$ cat src/design/sdc_pkg.sv
// constants, types and frame helpers for the sensor data command decoder
// Notes on behaviour
// - a data request is answered in the very next spi frame
// - the reported sample is taken when slave select falls for the answer frame
// - command bits 3:1 pick the source; the answer echoes them under a set bit 31
// - two basic status bits sit at frame bits 27:26
// - twelve sensor value bits follow, msb first
// - four optional extra resolution bits follow; zero when the option is off
// - two detailed status bits sit at frame bits 9:8
// - every frame ends with an 8-bit crc in bits 7:0
// - nibbles 0000 0010 0100 0110 1010 1110 are reserved yet still answered
// - the echo nibble of a reserved answer is undefined
// - bits 27:8 of a reserved answer are undefined
// - crc covers all 32 bits msb first, poly 0x2f, seed all ones
// - a crc mismatch drops the command and the error frame answers
package sdc_pkg;

    localparam logic [5:0] FRAME_BITS = 6'h20;
    localparam logic [5:0] COUNT_MAX = 6'h3f;
    localparam int CMD_MSB = 31;
    localparam int CMD_LSB = 28;
    localparam int HEAD_MSB = 31;
    localparam int HEAD_LSB = 8;
    localparam int CRC_MSB = 7;
    localparam int HEAD_BITS = 24;
    localparam int CRC_BITS = 8;
    localparam logic [7:0] CRC_SEED = 8'hff;
    localparam logic [7:0] CRC_POLY = 8'h2f;
    localparam logic [7:0] CRC_GOOD = 8'h00;
    localparam logic [0:0] ANSWER_MARK = 1'h1;
    localparam logic [3:0] NO_EXTRA_RES = 4'h0;
    localparam logic [19:0] RSV_FILL = 20'h00000;
    // arbitrary payload of the error answer
    localparam logic [23:0] ERR_HEAD = 24'h0f0000;

    typedef enum logic [1:0] {
        ST_IDLE = 2'b01,
        ST_FRAME = 2'b10
    } frame_state_e;

    typedef enum logic [2:0] {
        REP_ERR = 3'b001,
        REP_DATA = 3'b010,
        REP_RSV = 3'b100
    } reply_kind_e;

    function automatic logic [7:0] crc8_step(input logic [7:0] crc, input logic din);
        logic [7:0] nxt;
        nxt = {crc[6:0], din};
        if (crc[7]) begin
            nxt = nxt ^ CRC_POLY;
        end
        return nxt;
    endfunction

    // augmented form: message then eight zeros leaves the crc in the register
    function automatic logic [7:0] crc8_word(input logic [23:0] head);
        logic [7:0] crc;
        crc = CRC_SEED;
        for (int i = HEAD_BITS - 1; i >= 0; i--) begin
            crc = crc8_step(crc, head[i]);
        end
        for (int i = 0; i < CRC_BITS; i++) begin
            crc = crc8_step(crc, 1'b0);
        end
        return crc;
    endfunction

    function automatic logic [31:0] seal_frame(input logic [23:0] head);
        return {head, crc8_word(head)};
    endfunction

    function automatic logic is_reserved(input logic [3:0] nib);
        return (nib == 4'h0) || (nib == 4'h2) || (nib == 4'h4) ||
            (nib == 4'h6) || (nib == 4'ha) || (nib == 4'he);
    endfunction

endpackage

$ cat src/design/sdc_link_if.sv
// internal link between the spi shifter, crc checker and command control
`timescale 1ns/1ns
interface sdc_link_if;
    logic frame_start;
    logic frame_end;
    logic active;
    logic bit_valid;
    logic bit_val;
    logic [5:0] bit_count;
    logic [31:0] rx_word;
    logic miso;
    logic tx_load;
    logic [31:0] tx_word;
    logic crc_ok;

    modport shifter (
        output frame_start, frame_end, active, bit_valid, bit_val, bit_count, rx_word, miso,
        input tx_load, tx_word
    );
    modport ctrl (
        input frame_start, frame_end, active, bit_count, rx_word, miso, crc_ok,
        output tx_load, tx_word
    );
    modport crc (
        input frame_start, bit_valid, bit_val,
        output crc_ok
    );
endinterface

$ cat src/design/sdc_crc_check.sv
// serial crc check over each received frame
`timescale 1ns/1ns
module sdc_crc_check
    import sdc_pkg::*;
(
    // clock and reset
    input wire logic i_clk,
    input wire logic i_rst_b,
    // link
    sdc_link_if.crc link
);
    logic [7:0] crc_r;

    // command bits and crc shift in together; a zero remainder means intact
    always_ff @(posedge i_clk or negedge i_rst_b) begin
        if (!i_rst_b) begin
            crc_r <= CRC_SEED;
        end else if (link.frame_start) begin
            crc_r <= CRC_SEED;
        end else if (link.bit_valid) begin
            crc_r <= crc8_step(crc_r, link.bit_val);
        end
    end

    assign link.crc_ok = (crc_r == CRC_GOOD);

endmodule // sdc_crc_check

$ cat src/design/sdc_spi_shifter.sv
// spi pin synchronisers and 32-bit shift engine, mode 0
`timescale 1ns/1ns
module sdc_spi_shifter
    import sdc_pkg::*;
(
    // clock and reset
    input wire logic i_clk,
    input wire logic i_rst_b,
    // spi pins
    input wire logic i_sclk,
    input wire logic i_ss_b,
    input wire logic i_mosi,
    // link
    sdc_link_if.shifter link
);
    logic sclk_s1_r, sclk_s2_r, sclk_s3_r;
    logic ss_b_s1_r, ss_b_s2_r, ss_b_s3_r;
    logic mosi_s1_r, mosi_s2_r;
    logic [31:0] rx_r;
    logic [31:0] tx_r;
    logic [5:0] count_r;
    logic sclk_rise;
    logic sclk_fall;

    // the third stage only delays the clean second stage for edge finding
    always_ff @(posedge i_clk or negedge i_rst_b) begin
        if (!i_rst_b) begin
            sclk_s1_r <= 1'b0;
            sclk_s2_r <= 1'b0;
            sclk_s3_r <= 1'b0;
            ss_b_s1_r <= 1'b1;
            ss_b_s2_r <= 1'b1;
            ss_b_s3_r <= 1'b1;
            mosi_s1_r <= 1'b0;
            mosi_s2_r <= 1'b0;
        end else begin
            sclk_s1_r <= i_sclk;
            sclk_s2_r <= sclk_s1_r;
            sclk_s3_r <= sclk_s2_r;
            ss_b_s1_r <= i_ss_b;
            ss_b_s2_r <= ss_b_s1_r;
            ss_b_s3_r <= ss_b_s2_r;
            mosi_s1_r <= i_mosi;
            mosi_s2_r <= mosi_s1_r;
        end
    end

    assign sclk_rise = sclk_s2_r & ~sclk_s3_r;
    assign sclk_fall = ~sclk_s2_r & sclk_s3_r;
    assign link.active = ~ss_b_s2_r;
    assign link.frame_start = ss_b_s3_r & ~ss_b_s2_r;
    assign link.frame_end = ~ss_b_s3_r & ss_b_s2_r;
    assign link.bit_valid = sclk_rise & ~ss_b_s2_r;
    assign link.bit_val = mosi_s2_r;

    always_ff @(posedge i_clk or negedge i_rst_b) begin
        if (!i_rst_b) begin
            rx_r <= '0;
            count_r <= '0;
        end else if (link.frame_start) begin
            count_r <= '0;
        end else if (link.bit_valid) begin
            rx_r <= {rx_r[30:0], mosi_s2_r};
            if (count_r != COUNT_MAX) begin
                count_r <= count_r + 6'h01;
            end
        end
    end

    // msb first; bit 31 is on the pin before the first rising edge
    always_ff @(posedge i_clk or negedge i_rst_b) begin
        if (!i_rst_b) begin
            tx_r <= '0;
        end else if (link.tx_load) begin
            tx_r <= link.tx_word;
        end else if (sclk_fall && link.active) begin
            tx_r <= {tx_r[30:0], 1'b0};
        end
    end

    assign link.rx_word = rx_r;
    assign link.bit_count = count_r;
    assign link.miso = tx_r[CMD_MSB];

endmodule // sdc_spi_shifter

$ cat src/design/spi_sensor_data_cmd_decoder.sv
// sensor data and reserved command decoder behind a 32-bit spi slave
`timescale 1ns/1ns
module spi_sensor_data_cmd_decoder
    import sdc_pkg::*;
(
    // clock and reset
    input wire logic i_clk,
    input wire logic i_rst_b,
    // spi pins
    input wire logic i_sclk,
    input wire logic i_ss_b,
    input wire logic i_mosi,
    output logic o_miso,
    output logic o_miso_oe,
    // sensor side
    input wire logic [11:0] i_sensor_value_field,
    input wire logic [3:0] i_extra_resolution,
    input wire logic i_extra_res_en,
    input wire logic [1:0] i_basic_status_field,
    input wire logic [1:0] i_detailed_status_field,
    // command results
    output logic [2:0] o_sensor_source_select,
    output logic o_data_request,
    output logic o_reserved_cmd,
    output logic o_crc_error,
    output logic o_length_error,
    output logic o_busy
);
    sdc_link_if link();

    frame_state_e state_r;
    frame_state_e state_nxt;
    reply_kind_e reply_r;
    logic [2:0] source_r;
    logic [3:0] echo_r;
    logic miso_oe_r;
    logic data_req_r;
    logic rsv_cmd_r;
    logic crc_err_r;
    logic len_err_r;
    logic busy_r;
    logic [3:0] nib;
    logic len_ok;
    logic frame_good;
    logic [3:0] extra_bits;
    logic [23:0] head;
    logic take_data;
    logic take_rsv;
    logic take_crc_bad;
    logic take_len_bad;

    sdc_spi_shifter u_shifter (
        .i_clk(i_clk),
        .i_rst_b(i_rst_b),
        .i_sclk(i_sclk),
        .i_ss_b(i_ss_b),
        .i_mosi(i_mosi),
        .link(link)
    );

    sdc_crc_check u_crc (
        .i_clk(i_clk),
        .i_rst_b(i_rst_b),
        .link(link)
    );

    // only the top nibble classifies; fixed bits are covered by the crc alone
    assign nib = link.rx_word[CMD_MSB:CMD_LSB];
    assign len_ok = (link.bit_count == FRAME_BITS);
    assign frame_good = len_ok && link.crc_ok;

    // frame tracking
    always_comb begin
        state_nxt = state_r;
        case (state_r)
            ST_IDLE: begin
                if (link.frame_start) begin
                    state_nxt = ST_FRAME;
                end
            end
            ST_FRAME: begin
                if (link.frame_end) begin
                    state_nxt = ST_IDLE;
                end
            end
            default: begin
                state_nxt = ST_IDLE;
            end
        endcase
    end

    always_ff @(posedge i_clk or negedge i_rst_b) begin
        if (!i_rst_b) begin
            state_r <= ST_IDLE;
        end else begin
            state_r <= state_nxt;
        end
    end

    // decide the next frame's answer when the command frame closes
    always_ff @(posedge i_clk or negedge i_rst_b) begin
        if (!i_rst_b) begin
            reply_r <= REP_ERR;
            source_r <= '0;
            echo_r <= '0;
        end else if (link.frame_end) begin
            echo_r <= nib;
            if (!frame_good) begin
                reply_r <= REP_ERR;
            end else if (nib[0]) begin
                reply_r <= REP_DATA;
                source_r <= nib[3:1];
            end else if (is_reserved(nib)) begin
                reply_r <= REP_RSV;
            end else begin
                // register access commands are not served by this block
                reply_r <= REP_ERR;
            end
        end
    end

    // answer assembly at slave select fall, so the sample is that instant's
    assign extra_bits = i_extra_res_en ? i_extra_resolution : NO_EXTRA_RES;

    always_comb begin
        head = ERR_HEAD;
        case (reply_r)
            REP_DATA: begin
                head = {ANSWER_MARK, source_r, i_basic_status_field,
                    i_sensor_value_field, extra_bits,
                    i_detailed_status_field};
            end
            REP_RSV: begin
                // echo and data are undefined; plain echo and zero fill keep it simple
                head = {echo_r, RSV_FILL};
            end
            default: begin
                head = ERR_HEAD;
            end
        endcase
    end

    assign link.tx_load = link.frame_start;
    assign link.tx_word = seal_frame(head);

    // at most one verdict per closed frame, none for a register command; length outranks crc so at most one pulse fires
    assign take_data = link.frame_end && frame_good && nib[0];
    assign take_rsv = link.frame_end && frame_good && is_reserved(nib);
    assign take_crc_bad = link.frame_end && len_ok && !link.crc_ok;
    assign take_len_bad = link.frame_end && !len_ok;

    // status pulses, each a single cycle
    always_ff @(posedge i_clk or negedge i_rst_b) begin
        if (!i_rst_b) begin
            data_req_r <= 1'b0;
        end else begin
            data_req_r <= take_data;
        end
    end

    always_ff @(posedge i_clk or negedge i_rst_b) begin
        if (!i_rst_b) begin
            rsv_cmd_r <= 1'b0;
        end else begin
            rsv_cmd_r <= take_rsv;
        end
    end

    always_ff @(posedge i_clk or negedge i_rst_b) begin
        if (!i_rst_b) begin
            crc_err_r <= 1'b0;
        end else begin
            crc_err_r <= take_crc_bad;
        end
    end

    always_ff @(posedge i_clk or negedge i_rst_b) begin
        if (!i_rst_b) begin
            len_err_r <= 1'b0;
        end else begin
            len_err_r <= take_len_bad;
        end
    end

    // pin enable follows the synchronised select, so it trails the pin by three clocks
    always_ff @(posedge i_clk or negedge i_rst_b) begin
        if (!i_rst_b) begin
            miso_oe_r <= 1'b0;
        end else begin
            miso_oe_r <= link.active;
        end
    end

    always_ff @(posedge i_clk or negedge i_rst_b) begin
        if (!i_rst_b) begin
            busy_r <= 1'b0;
        end else begin
            busy_r <= (state_nxt == ST_FRAME);
        end
    end

    assign o_miso = link.miso;
    assign o_miso_oe = miso_oe_r;
    assign o_sensor_source_select = source_r;
    assign o_data_request = data_req_r;
    assign o_reserved_cmd = rsv_cmd_r;
    assign o_crc_error = crc_err_r;
    assign o_length_error = len_err_r;
    assign o_busy = busy_r;

    // checks
    data_next_a: assert property (@(posedge i_clk) disable iff (!i_rst_b)
        (link.frame_end && frame_good && nib[0]) |=>
            (reply_r == REP_DATA) && (source_r == $past(nib[3:1])))
        else $error("data request not scheduled for the next frame");

    sample_at_fall_a: assert property (@(posedge i_clk) disable iff (!i_rst_b)
        (link.frame_start && reply_r == REP_DATA) |->
            (link.tx_word[25:14] == i_sensor_value_field))
        else $error("reported sample differs from value at select fall");

    echo_head_a: assert property (@(posedge i_clk) disable iff (!i_rst_b)
        (link.frame_start && reply_r == REP_DATA) |->
            (link.tx_word[31] == ANSWER_MARK) && (link.tx_word[30:28] == o_sensor_source_select))
        else $error("answer echo wrong");

    basic_status_a: assert property (@(posedge i_clk) disable iff (!i_rst_b)
        (link.frame_start && reply_r == REP_DATA) |->
            (link.tx_word[27:26] == i_basic_status_field))
        else $error("basic status misplaced");

    extra_res_a: assert property (@(posedge i_clk) disable iff (!i_rst_b)
        (link.frame_start && reply_r == REP_DATA && !i_extra_res_en) |->
            (link.tx_word[13:10] == NO_EXTRA_RES))
        else $error("extra resolution bits not clear");

    detail_status_a: assert property (@(posedge i_clk) disable iff (!i_rst_b)
        (link.frame_start && reply_r == REP_DATA) |->
            (link.tx_word[9:8] == i_detailed_status_field))
        else $error("detailed status misplaced");

    crc_field_a: assert property (@(posedge i_clk) disable iff (!i_rst_b)
        link.frame_start |=> (link.miso == $past(link.tx_word[31]))
            ##0 (crc8_word($past(link.tx_word[31:8])) == $past(link.tx_word[7:0])))
        else $error("answer crc wrong or frame not loaded");

    crc_reject_a: assert property (@(posedge i_clk) disable iff (!i_rst_b)
        (link.frame_end && len_ok && !link.crc_ok) |=>
            (reply_r == REP_ERR) && o_crc_error && !o_data_request)
        else $error("bad crc command was not rejected");

    reserved_ans_a: assert property (@(posedge i_clk) disable iff (!i_rst_b)
        (link.frame_end && frame_good && is_reserved(nib)) |=>
            (reply_r == REP_RSV) && o_reserved_cmd)
        else $error("reserved command not answered");

    extra_on_a: assert property (@(posedge i_clk) disable iff (!i_rst_b)
        (link.frame_start && reply_r == REP_DATA && i_extra_res_en) |->
            (link.tx_word[13:10] == i_extra_resolution))
        else $error("extra resolution bits not passed on");

    rsv_answer_a: assert property (@(posedge i_clk) disable iff (!i_rst_b)
        (link.frame_start && reply_r == REP_RSV) |->
            (link.tx_word[31:8] == {echo_r, RSV_FILL}))
        else $error("reserved answer content wrong");

    err_answer_a: assert property (@(posedge i_clk) disable iff (!i_rst_b)
        (link.frame_start && reply_r == REP_ERR) |->
            (link.tx_word[31:8] == ERR_HEAD))
        else $error("error answer content wrong");

    len_reject_a: assert property (@(posedge i_clk) disable iff (!i_rst_b)
        (link.frame_end && !len_ok) |=>
            (reply_r == REP_ERR) && o_length_error && !o_data_request && !o_reserved_cmd)
        else $error("short or long frame was not rejected");

    reg_cmd_err_a: assert property (@(posedge i_clk) disable iff (!i_rst_b)
        (link.frame_end && frame_good && !nib[0] && !is_reserved(nib)) |=>
            (reply_r == REP_ERR) && !o_data_request && !o_reserved_cmd)
        else $error("register command not answered with the error frame");

    pulse_onehot_a: assert property (@(posedge i_clk) disable iff (!i_rst_b)
        link.frame_end |=>
            $onehot0({o_data_request, o_reserved_cmd, o_crc_error, o_length_error}))
        else $error("more than one verdict pulse");

    quiet_pulse_a: assert property (@(posedge i_clk) disable iff (!i_rst_b)
        !link.frame_end |=>
            !(o_data_request || o_reserved_cmd || o_crc_error || o_length_error))
        else $error("verdict pulse without a closed frame");

    source_hold_a: assert property (@(posedge i_clk) disable iff (!i_rst_b)
        !(link.frame_end && frame_good && nib[0]) |=>
            $stable(o_sensor_source_select))
        else $error("source select moved without a data request");

    pin_enable_a: assert property (@(posedge i_clk) disable iff (!i_rst_b)
        link.frame_start |=>
            o_miso_oe && o_busy)
        else $error("pin not driven once select is seen");

    pin_release_a: assert property (@(posedge i_clk) disable iff (!i_rst_b)
        link.frame_end |=>
            !o_miso_oe && !o_busy)
        else $error("pin still driven after select rose");

endmodule // spi_sensor_data_cmd_decoder

$ cat config.mk
export PLATFORM = sky130hd
export DESIGN_NAME = spi_sensor_data_cmd_decoder
export DESIGN_NICKNAME = d
export VERILOG_FILES = /design/src/design/sdc_pkg.sv /design/src/design/sdc_link_if.sv /design/src/design/sdc_crc_check.sv /design/src/design/sdc_spi_shifter.sv /design/src/design/spi_sensor_data_cmd_decoder.sv
export SDC_FILE = /design/constraint.sdc
export NUM_CORES = 1
export LEC_CHECK = 0
export ABC_AREA = 1
export BUFFER_PORTS_ARGS = -buffer_cell sky130_fd_sc_hd__buf_4
export CAP_MARGIN = 20
export CORE_UTILIZATION = 50
export CTS_CLUSTER_SIZE = 30
export DETAILED_ROUTE_END_ITERATION = 16
export GPL_TIMING_DRIVEN = 0
export PLACE_DENSITY = 0.71
export SETUP_SLACK_MARGIN = 0.15
export SYNTH_ARGS = -nofsm -noshare
export SYNTH_HDL_FRONTEND = slang
export SYNTH_SLANG_ARGS = --single-unit
$ cat constraint.sdc
create_clock -name i_clk -period 6.7 [get_ports i_clk]
set_clock_uncertainty 0.15 [all_clocks]
set_input_delay 1.34 -clock i_clk [delete_from_list [all_inputs] [get_ports i_clk]]
set_output_delay 1.34 -clock i_clk [all_outputs]
set_load 0.005 [all_outputs]
Word level (Yosys, flattened, before mapping):

Cells that the tools add are included.

* bits in registers: 104
* input bits: 26
* output and inout port bits: 10
* word-level logic and storage cells: 146

* add/sub/neg operators: 1
* equal/unequal tests: 12
* mux-type cells: 45
* bitwise gates (word level): 43
* reduce and logical (&&, ||, !) cells: 23

Operators with widths (count)
* 2-to-1 mux 6 bit: 33
* NOT 5 bit: 33
* 2-to-1 mux 32 bit: 2
* case mux 24 bit (2 select lines): 1
* 2-to-1 mux 8 bit: 2
* 2-to-1 mux 3 bit: 3
* == test 4 x 3 -> 1 bit, second input constant: 2
* == test 4 bit, second input constant: 2
* logical AND 1 bit: 8
* logical NOT 8 bit: 1
* adder 6 x 1 -> 6 bit, second input constant: 1
* == test 6 bit, second input constant: 1
* != test 6 bit, second input constant: 1
* nonzero test 2 bit: 3
* AND 1 bit: 5
* logical OR 1 bit: 5
* NOT 1 bit: 5
* == test 2 bit, second input constant: 2
* == test 4 x 2 -> 1 bit, second input constant: 1
* logical NOT 4 bit: 1
* 2-to-1 mux 2 bit: 2
* 2-to-1 mux 4 bit: 1
* case mux 2 bit (2 select lines): 1
* AND reduction 2 bit: 2
* 5 further kinds: 6

Longest topological paths before layout:

* depth after elaboration: 64
* depth in mapped cells: 34
* gate-level depth less buffers: 34

Cells and area by module:

Synthesis repeated with hierarchy kept, for this count alone.

* cell total of the unflattened synthesis: 930
* area, all modules: 6550.0 um^2

By module, submodules not included
* sdc_spi_shifter: times used 1, cells each 374, area an instance 3368.2 um^2, seq. area each 1955.6 um^2
* spi_sensor_data_cmd_decoder: times used 1, cells each 499, area an instance 2750.1 um^2, seq. area each 452.9 um^2
* sdc_crc_check: times used 1, cells each 57, area an instance 431.7 um^2, seq. area each 210.2 um^2

Worst setup path after synthesis:

No wires, ideal clock.

* path type: input to register
* start: input i_basic_status_field[1]
* end: register u_shifter.tx_r[1]
* library setup time: 117 ps
* arrival time: 3501 ps
* required time: 6433 ps
* path slack: 2932 ps
* cell stages on the path: 30
* path buffers: 0
* cell sequence: inv_1 > nand3_1 > nand2_1 > nand2_1 > nand2_4 > nand2_1 > nand2_1 > nand3_1 > nand2_2 > nand2_1 > nand2_2 > nand3_1 > nand2_1 > nand2_2 > nand2_4 > nand2_2 > nand2_4 > nand2_1 > nand2_1 > nand2_1 > nand2_1 > nand3_1 > nand2_2 > nand2_1 > nand2_1 > nand2_1 > nand2_1 > nand2_1 > nand2_1 > nand2_1

* cells in the longest elaborated chain, start to end: 35
* elaborated cells between the ends (all ways): 49
* those cells by class: mux: 27; bitwise: 22

Ends and longest elaborated chain
* start, declared: RTL line spi_sensor_data_cmd_decoder.sv:19 `input wire logic [1:0] i_basic_status_field,`
* case mux 24 bit (2 select lines) (*): RTL line spi_sensor_data_cmd_decoder.sv:127 `case (reply_r)`
* NOT 5 bit (no line)
* 2-to-1 mux 6 bit (*): RTL line sdc_pkg.sv:50 `if (crc[7]) begin`
* NOT 5 bit (no line)
* 2-to-1 mux 6 bit (*): RTL line sdc_pkg.sv:50
* NOT 5 bit (no line)
* 2-to-1 mux 6 bit (*): RTL line sdc_pkg.sv:50
* NOT 5 bit (no line)
* [17 not listed]
* 2-to-1 mux 6 bit / NOT 5 bit (equally long branches)
* NOT 5 bit (no line) / 2-to-1 mux 6 bit (equally long branches)
* 2-to-1 mux 6 bit / NOT 5 bit (equally long branches) (2 in a row)
* NOT 5 bit (no line) / 2-to-1 mux 6 bit (equally long branches)
* 2-to-1 mux 6 bit / NOT 5 bit (equally long branches) (2 in a row)
* NOT 5 bit (no line) / 2-to-1 mux 6 bit (equally long branches)
* 2-to-1 mux 6 bit (*): RTL line sdc_pkg.sv:50
* 2-to-1 mux 32 bit (*): RTL line sdc_spi_shifter.sv:74 `end else if (link.tx_load) begin`
* end signal, assigned: RTL line sdc_spi_shifter.sv:75 `tx_r <= link.tx_word;`
* end signal, assigned: RTL line sdc_spi_shifter.sv:77 `tx_r <= {tx_r[30:0], 1'b0};`
* end, declared: RTL line sdc_spi_shifter.sv:20 `logic [31:0] tx_r;`

Mark *: on every way between the ends. The rest lies on a longest branch, timed or not.
A chain may end at the register's enable or synchronous reset.

Worst setup path after layout:

* start: input i_basic_status_field[1]
* end: register u_shifter.tx_r[5]

* cells in the longest elaborated chain, start to end: 39
* elaborated cells between the ends (all ways): 51
* those cells by class: mux: 28; bitwise: 23

Ends and longest elaborated chain (RTL line)
* case mux 24 bit (2 select lines) (*): spi_sensor_data_cmd_decoder.sv:127
* NOT 5 bit (no line)
* 2-to-1 mux 6 bit (*): sdc_pkg.sv:50
* NOT 5 bit (no line)
* 2-to-1 mux 6 bit (*): sdc_pkg.sv:50
* NOT 5 bit (no line)
* 2-to-1 mux 6 bit (*): sdc_pkg.sv:50
* NOT 5 bit (no line)
* [22 not listed]
* 2-to-1 mux 6 bit / NOT 5 bit (equally long branches)
* NOT 5 bit (no line) / 2-to-1 mux 6 bit (equally long branches)
* 2-to-1 mux 6 bit: sdc_pkg.sv:50
* NOT 5 bit (no line)
* 2-to-1 mux 6 bit (2 in a row): sdc_pkg.sv:50
* NOT 5 bit (no line)
* 2-to-1 mux 6 bit (*): sdc_pkg.sv:50
* 2-to-1 mux 32 bit (*): sdc_spi_shifter.sv:74

Marked as above.

==> impl_summary.md <==
Clock network
The worst-case clock buffer depth is 2. After clock tree synthesis, the clock-pin slew on the worst setup and hold paths is 0.07 ns. The clock tree root driver cell is sky130_fd_sc_hd__clkbuf_16. The clock latency reported for the late side of the worst-skew pair is 0.35 ns. The total number of clock tree sinks is ~100. The post-CTS setup repair buffer count is 0. The number of H-tree levels is 3.

Once the clock tree was built, the resizer swapped 0 gates to a different size. The hold-fix buffer count after cts is 0. The total clock buffers created by CTS is 9.

The CTS tree is built.

Pwr
In this run the static leakage power is between 3 and 4 nW. In this run the power density over the cells is 213 nW/um^2. The share of total power dissipated in combinational logic is 0.131. The internal portion of the total power is around 1.1 mW. The net load switching power is between 0.3 and 0.4 mW. The sequential share of power is 0.529. The share of total power dissipated in the clock network is 0.340. Of the total power, the share spent switching nets is 0.270.

Across the VDD grid, the largest voltage drop is ~0.00022 V.

Global routing
Across every metal layer, demand over resource in global routing totals 0.237. The first global-routing pass estimated ~24 mm of wire. The number of global-route vias before repair is 5117. After global routing the overflow that remains totals 0. The largest net degree at the start of global routing is 77. The initial antenna violation count is 0.

Logic synthesis
The synthesized-area fraction occupied by ao, oa, aoi and oai cells was 0.107. The fraction of post-synthesis cell area in the top cell type by area is 0.370. The simple-gate portion of the synthesized area is 0.376.

The xor and xnor fraction of the mapped netlist area is 0.00853. Of the synthesized area, sequential elements account for 0.425. Of the post-synthesis cell area, the part taken by muxes is 0.

By count the netlist is led by sky130_fd_sc_hd__nand2_1, sky130_fd_sc_hd__nand3_1, sky130_fd_sc_hd__dfrtp_1. Among all cell types in the netlist, the one instantiated most often is sky130_fd_sc_hd__nand2_1. The netlist area before placement is a little over 6000 sq um. Among all flip-flop cells after synthesis, the most frequent one is sky130_fd_sc_hd__dfrtp_1.

The adder and majority cell fraction of the synthesized area is 0.00813. Synthesis produced a netlist whose cell count is about 870. By area, the combinational part of the netlist is dominated by simple AND/OR/NAND/NOR gates. The largest total area in the synthesized netlist belongs to sky130_fd_sc_hd__dfrtp_1. The average size of a mapped cell is roughly 7 sq um. Sorting the synthesized cells by area gives the leading types as sky130_fd_sc_hd__dfrtp_1, sky130_fd_sc_hd__nand2_1, sky130_fd_sc_hd__nand3_1.

Counting every net in the synthesized netlist gives between 800 and 900. The unique cell type count in the Yosys netlist is 36. The number of enable-type register cells in the synthesized netlist is 0.

Yosys printed 0 warnings. The share of synthesized flip-flops with an asynchronous set or reset is 1.00. The synthesized design contains 104 register bits.

Detailed routing
The iteration count of the initial detailed-routing pass is 5. In this run the top signal layer used is met4. After detailed routing, the average wire length per cell comes to between 10 and 15 microns. The mean number of vias per cell is a little over 5. For this block, wires on met1 add up to between 6 and 7 mm. The number of DRC violations after detailed-routing iteration 0 is between 300 and 400.

Wire segments on met2 add up to about 7.0 mm in the final route. In this run the remaining antenna-violating nets after routing total 0. The DRC violation count after routing is 0. Wires add up to 14.1 mm. The routed design uses about 340 microns of met3 wire. The total via count after detailed routing is ~5500.

Worst hold path
The path class of the lowest-slack min-delay path is flop to flop. The worst hold path begins at u_shifter.mosi_s1_r.

Critical path
The maximum fanout count along the critical path is 8. The maximum single-stage delay on the critical path is 0.19 ns. STA classifies the critical path startpoint as an input pin. The cell at the slowest stage of the critical path is sky130_fd_sc_hd__nand2_1.

The worst register-to-register path has a setup slack of 3.02 ns. The critical setup path kind is input pin to flop. The launch point of the worst reg-to-reg path is reply_r[0]. The worst endpoint required time is 6.79 ns. The critical path launch point is i_basic_status_field[1]. For the worst setup path, the data arrival time is between 4 and 5 ns.

The most numerous cell type found on the critical path is sky130_fd_sc_hd__nand2_1. STA classifies the critical path endpoint as a flop.

STA
The clock period minus final worst setup slack is 4.07 ns. In the finished design, the share of the clock period the worst path needs comes to 0.607. The final count of hold timing violations is 0. The final-layout worst hold slack is 0.200 ns. The maximum operating frequency is between 200 and 250 MHz.

The measured slew at the worst slew-check pin is between 0.6 and 0.7 ns. In this run the tightest slew margin relative to its limit is 0.579. After layout, the worst setup slack is approximately 2.6 ns. Setup repair after global routing left no endpoint under its margin. Setup violations remaining at the end of the flow were counted as 0. The number of max-slew violations in the final report was 0. The sum of negative setup slack is 0 ns.

Job
Across the run, the number of max-cap violations was 0.

Run status
The flow ran to the end, and the final reports show no timing, DRC or antenna violations.

Placed design
Once detailed placement completed, the half-perimeter wirelength came to 10.7 mm. The congestion estimate from routability-driven global placement came to approximately 0.88. Buffers placed on the I/O ports in this run total 35. The number of placed cells counting well taps is roughly 1000. The post-place setup slack is around 2.3 ns.

Floorplanning
The core outline area is approximately 12000 sq um. The die outline area is ~13000 sq um. The die width is approximately 110 microns. In this run the count of I/O pins placed on the die edge is 36. For this configuration, the core starts out at a cell density of 0.513. The standard-cell row count is 40. The vertical die dimension is approximately 110 microns.

Cells and area
At the end of the flow the core is filled with cells to 0.576. The antenna diode instance count is 0. The area growth from synthesis to final layout is 12.4%. The final net count is ~940. In the final layout, the share of cells above drive strength 1 is 0.142. Once layout is complete, the cells apart from fillers number ~1100.
-- through the flow --
stage,total power [mW],instance area [sq um]
6_report,1.48,6920
4_1_cts,1.49,6920
3_3_place_gp,0.975,6610
2_1_floorplan,0.909,6160
5_1_grt,1.56,6920
3_5_place_dp,0.986,6640
-- layout by cell type (no fill, tap or decap), types with 2 or more instances in the layout --
| cell | count |
|---|---|
| sky130_fd_sc_hd__nor4_1 | 2 |
| sky130_fd_sc_hd__nand4_1 | 4 |
| sky130_fd_sc_hd__ha_1 | 4 |
| sky130_fd_sc_hd__nand2_2 | 34 |
| sky130_fd_sc_hd__a32oi_1 | 2 |
| sky130_fd_sc_hd__a211oi_1 | 4 |
| sky130_fd_sc_hd__nor2_1 | 11 |
| sky130_fd_sc_hd__nand3_1 | 124 |
| sky130_fd_sc_hd__a31oi_1 | 2 |
| sky130_fd_sc_hd__nand2_4 | 3 |
| sky130_fd_sc_hd__a22oi_1 | 13 |
| sky130_fd_sc_hd__nand3_2 | 4 |
| sky130_fd_sc_hd__clkbuf_1 | 18 |
| sky130_fd_sc_hd__buf_2 | 2 |
| sky130_fd_sc_hd__o211ai_1 | 11 |
| sky130_fd_sc_hd__dfstp_2 | 13 |
| sky130_fd_sc_hd__nor2_2 | 2 |
| sky130_fd_sc_hd__inv_1 | 83 |
| sky130_fd_sc_hd__o21ai_0 | 38 |
| sky130_fd_sc_hd__inv_2 | 17 |
| sky130_fd_sc_hd__a21oi_1 | 16 |
| sky130_fd_sc_hd__inv_6 | 4 |
| sky130_fd_sc_hd__nor3_1 | 6 |
| sky130_fd_sc_hd__clkinv_1 | 3 |
| sky130_fd_sc_hd__dfrtp_1 | 91 |
| sky130_fd_sc_hd__xor2_1 | 3 |
| sky130_fd_sc_hd__xnor2_1 | 3 |
| sky130_fd_sc_hd__clkbuf_16 | 9 |
| sky130_fd_sc_hd__o21a_1 | 15 |
| sky130_fd_sc_hd__nand3b_1 | 3 |
| sky130_fd_sc_hd__buf_4 | 36 |
| sky130_fd_sc_hd__nand2_1 | 328 |
-- registers in the layout, summed over array words and instances (netlist names), 2 cells and up --
register                  cells
u_crc.crc_r                   8
echo_r                        4
u_shifter.link.rx_word       32
state_r                       2
u_shifter.tx_r               32
o_sensor_source_select        3
reply_r                       3
u_shifter.link.bit_count      6
-- power groups by stage --
stage / Sequential [mW] / Clock (mW) / Combinational (mW)
after floorplan: 0.780 / 0 / 0.129
after global placement: 0.789 / 0 / 0.186
after detailed placement: 0.792 / 0 / 0.194
after CTS: 0.781 / 0.513 / 0.196
after global routing: 0.792 / 0.540 / 0.225
final: 0.781 / 0.502 / 0.193
-- cell families after synthesis --
group,Yosys count
buffers and inverters,123
xor gates and xnor gates,6
DFF,104
adders and majority gates,4
and+or+nand+nor,523
AOI/OAI and AO/OA,105
-- critical path, delay by kind of cell --
| kind | cells | cell delay [ns] |
|---|---|---|
| simple gates | 24 | 2.30 |
| buf+inv | 5 | 0.34 |
| xor+xnor | 1 | 0.17 |
-- worst paths after layout --
path                                           to  cells past startpoint
max in group asynchronous     u_shifter.ss_b_s1_r                      2
max                             u_shifter.tx_r[5]                     30
max reg2reg                     u_shifter.tx_r[6]                     29
min                        u_shifter.link.bit_val                      0
min reg2reg                u_shifter.link.bit_val                      0
min in group asynchronous       u_shifter.tx_r[1]                      1
-- area by class of cell --
| class | count | area [sq um] |
|---|---|---|
| tap | 147 | 184 |
| timing repair buffer | 37 | 295 |
| sequential | 104 | 2620 |
| buffer | 20 | 80.1 |
| fill | 1168 | 5090 |
| clock inverter | 6 | 47.5 |
| clock buffer | 10 | 239 |
| inverter | 103 | 387 |
| multi-input combinational | 638 | 3070 |
-- per-layer routing --
| layer | GRT usage | vias up |
|---|---|---|
| met5 | 0 | - |
| met3 | 0.0305 | 15 |
| met4 | 0.0868 | 0 |
| li1 | - | 2898 |
| met1 | 0.298 | 2496 |
| met2 | 0.418 | 76 |
(Power assumes the default switching activity.)
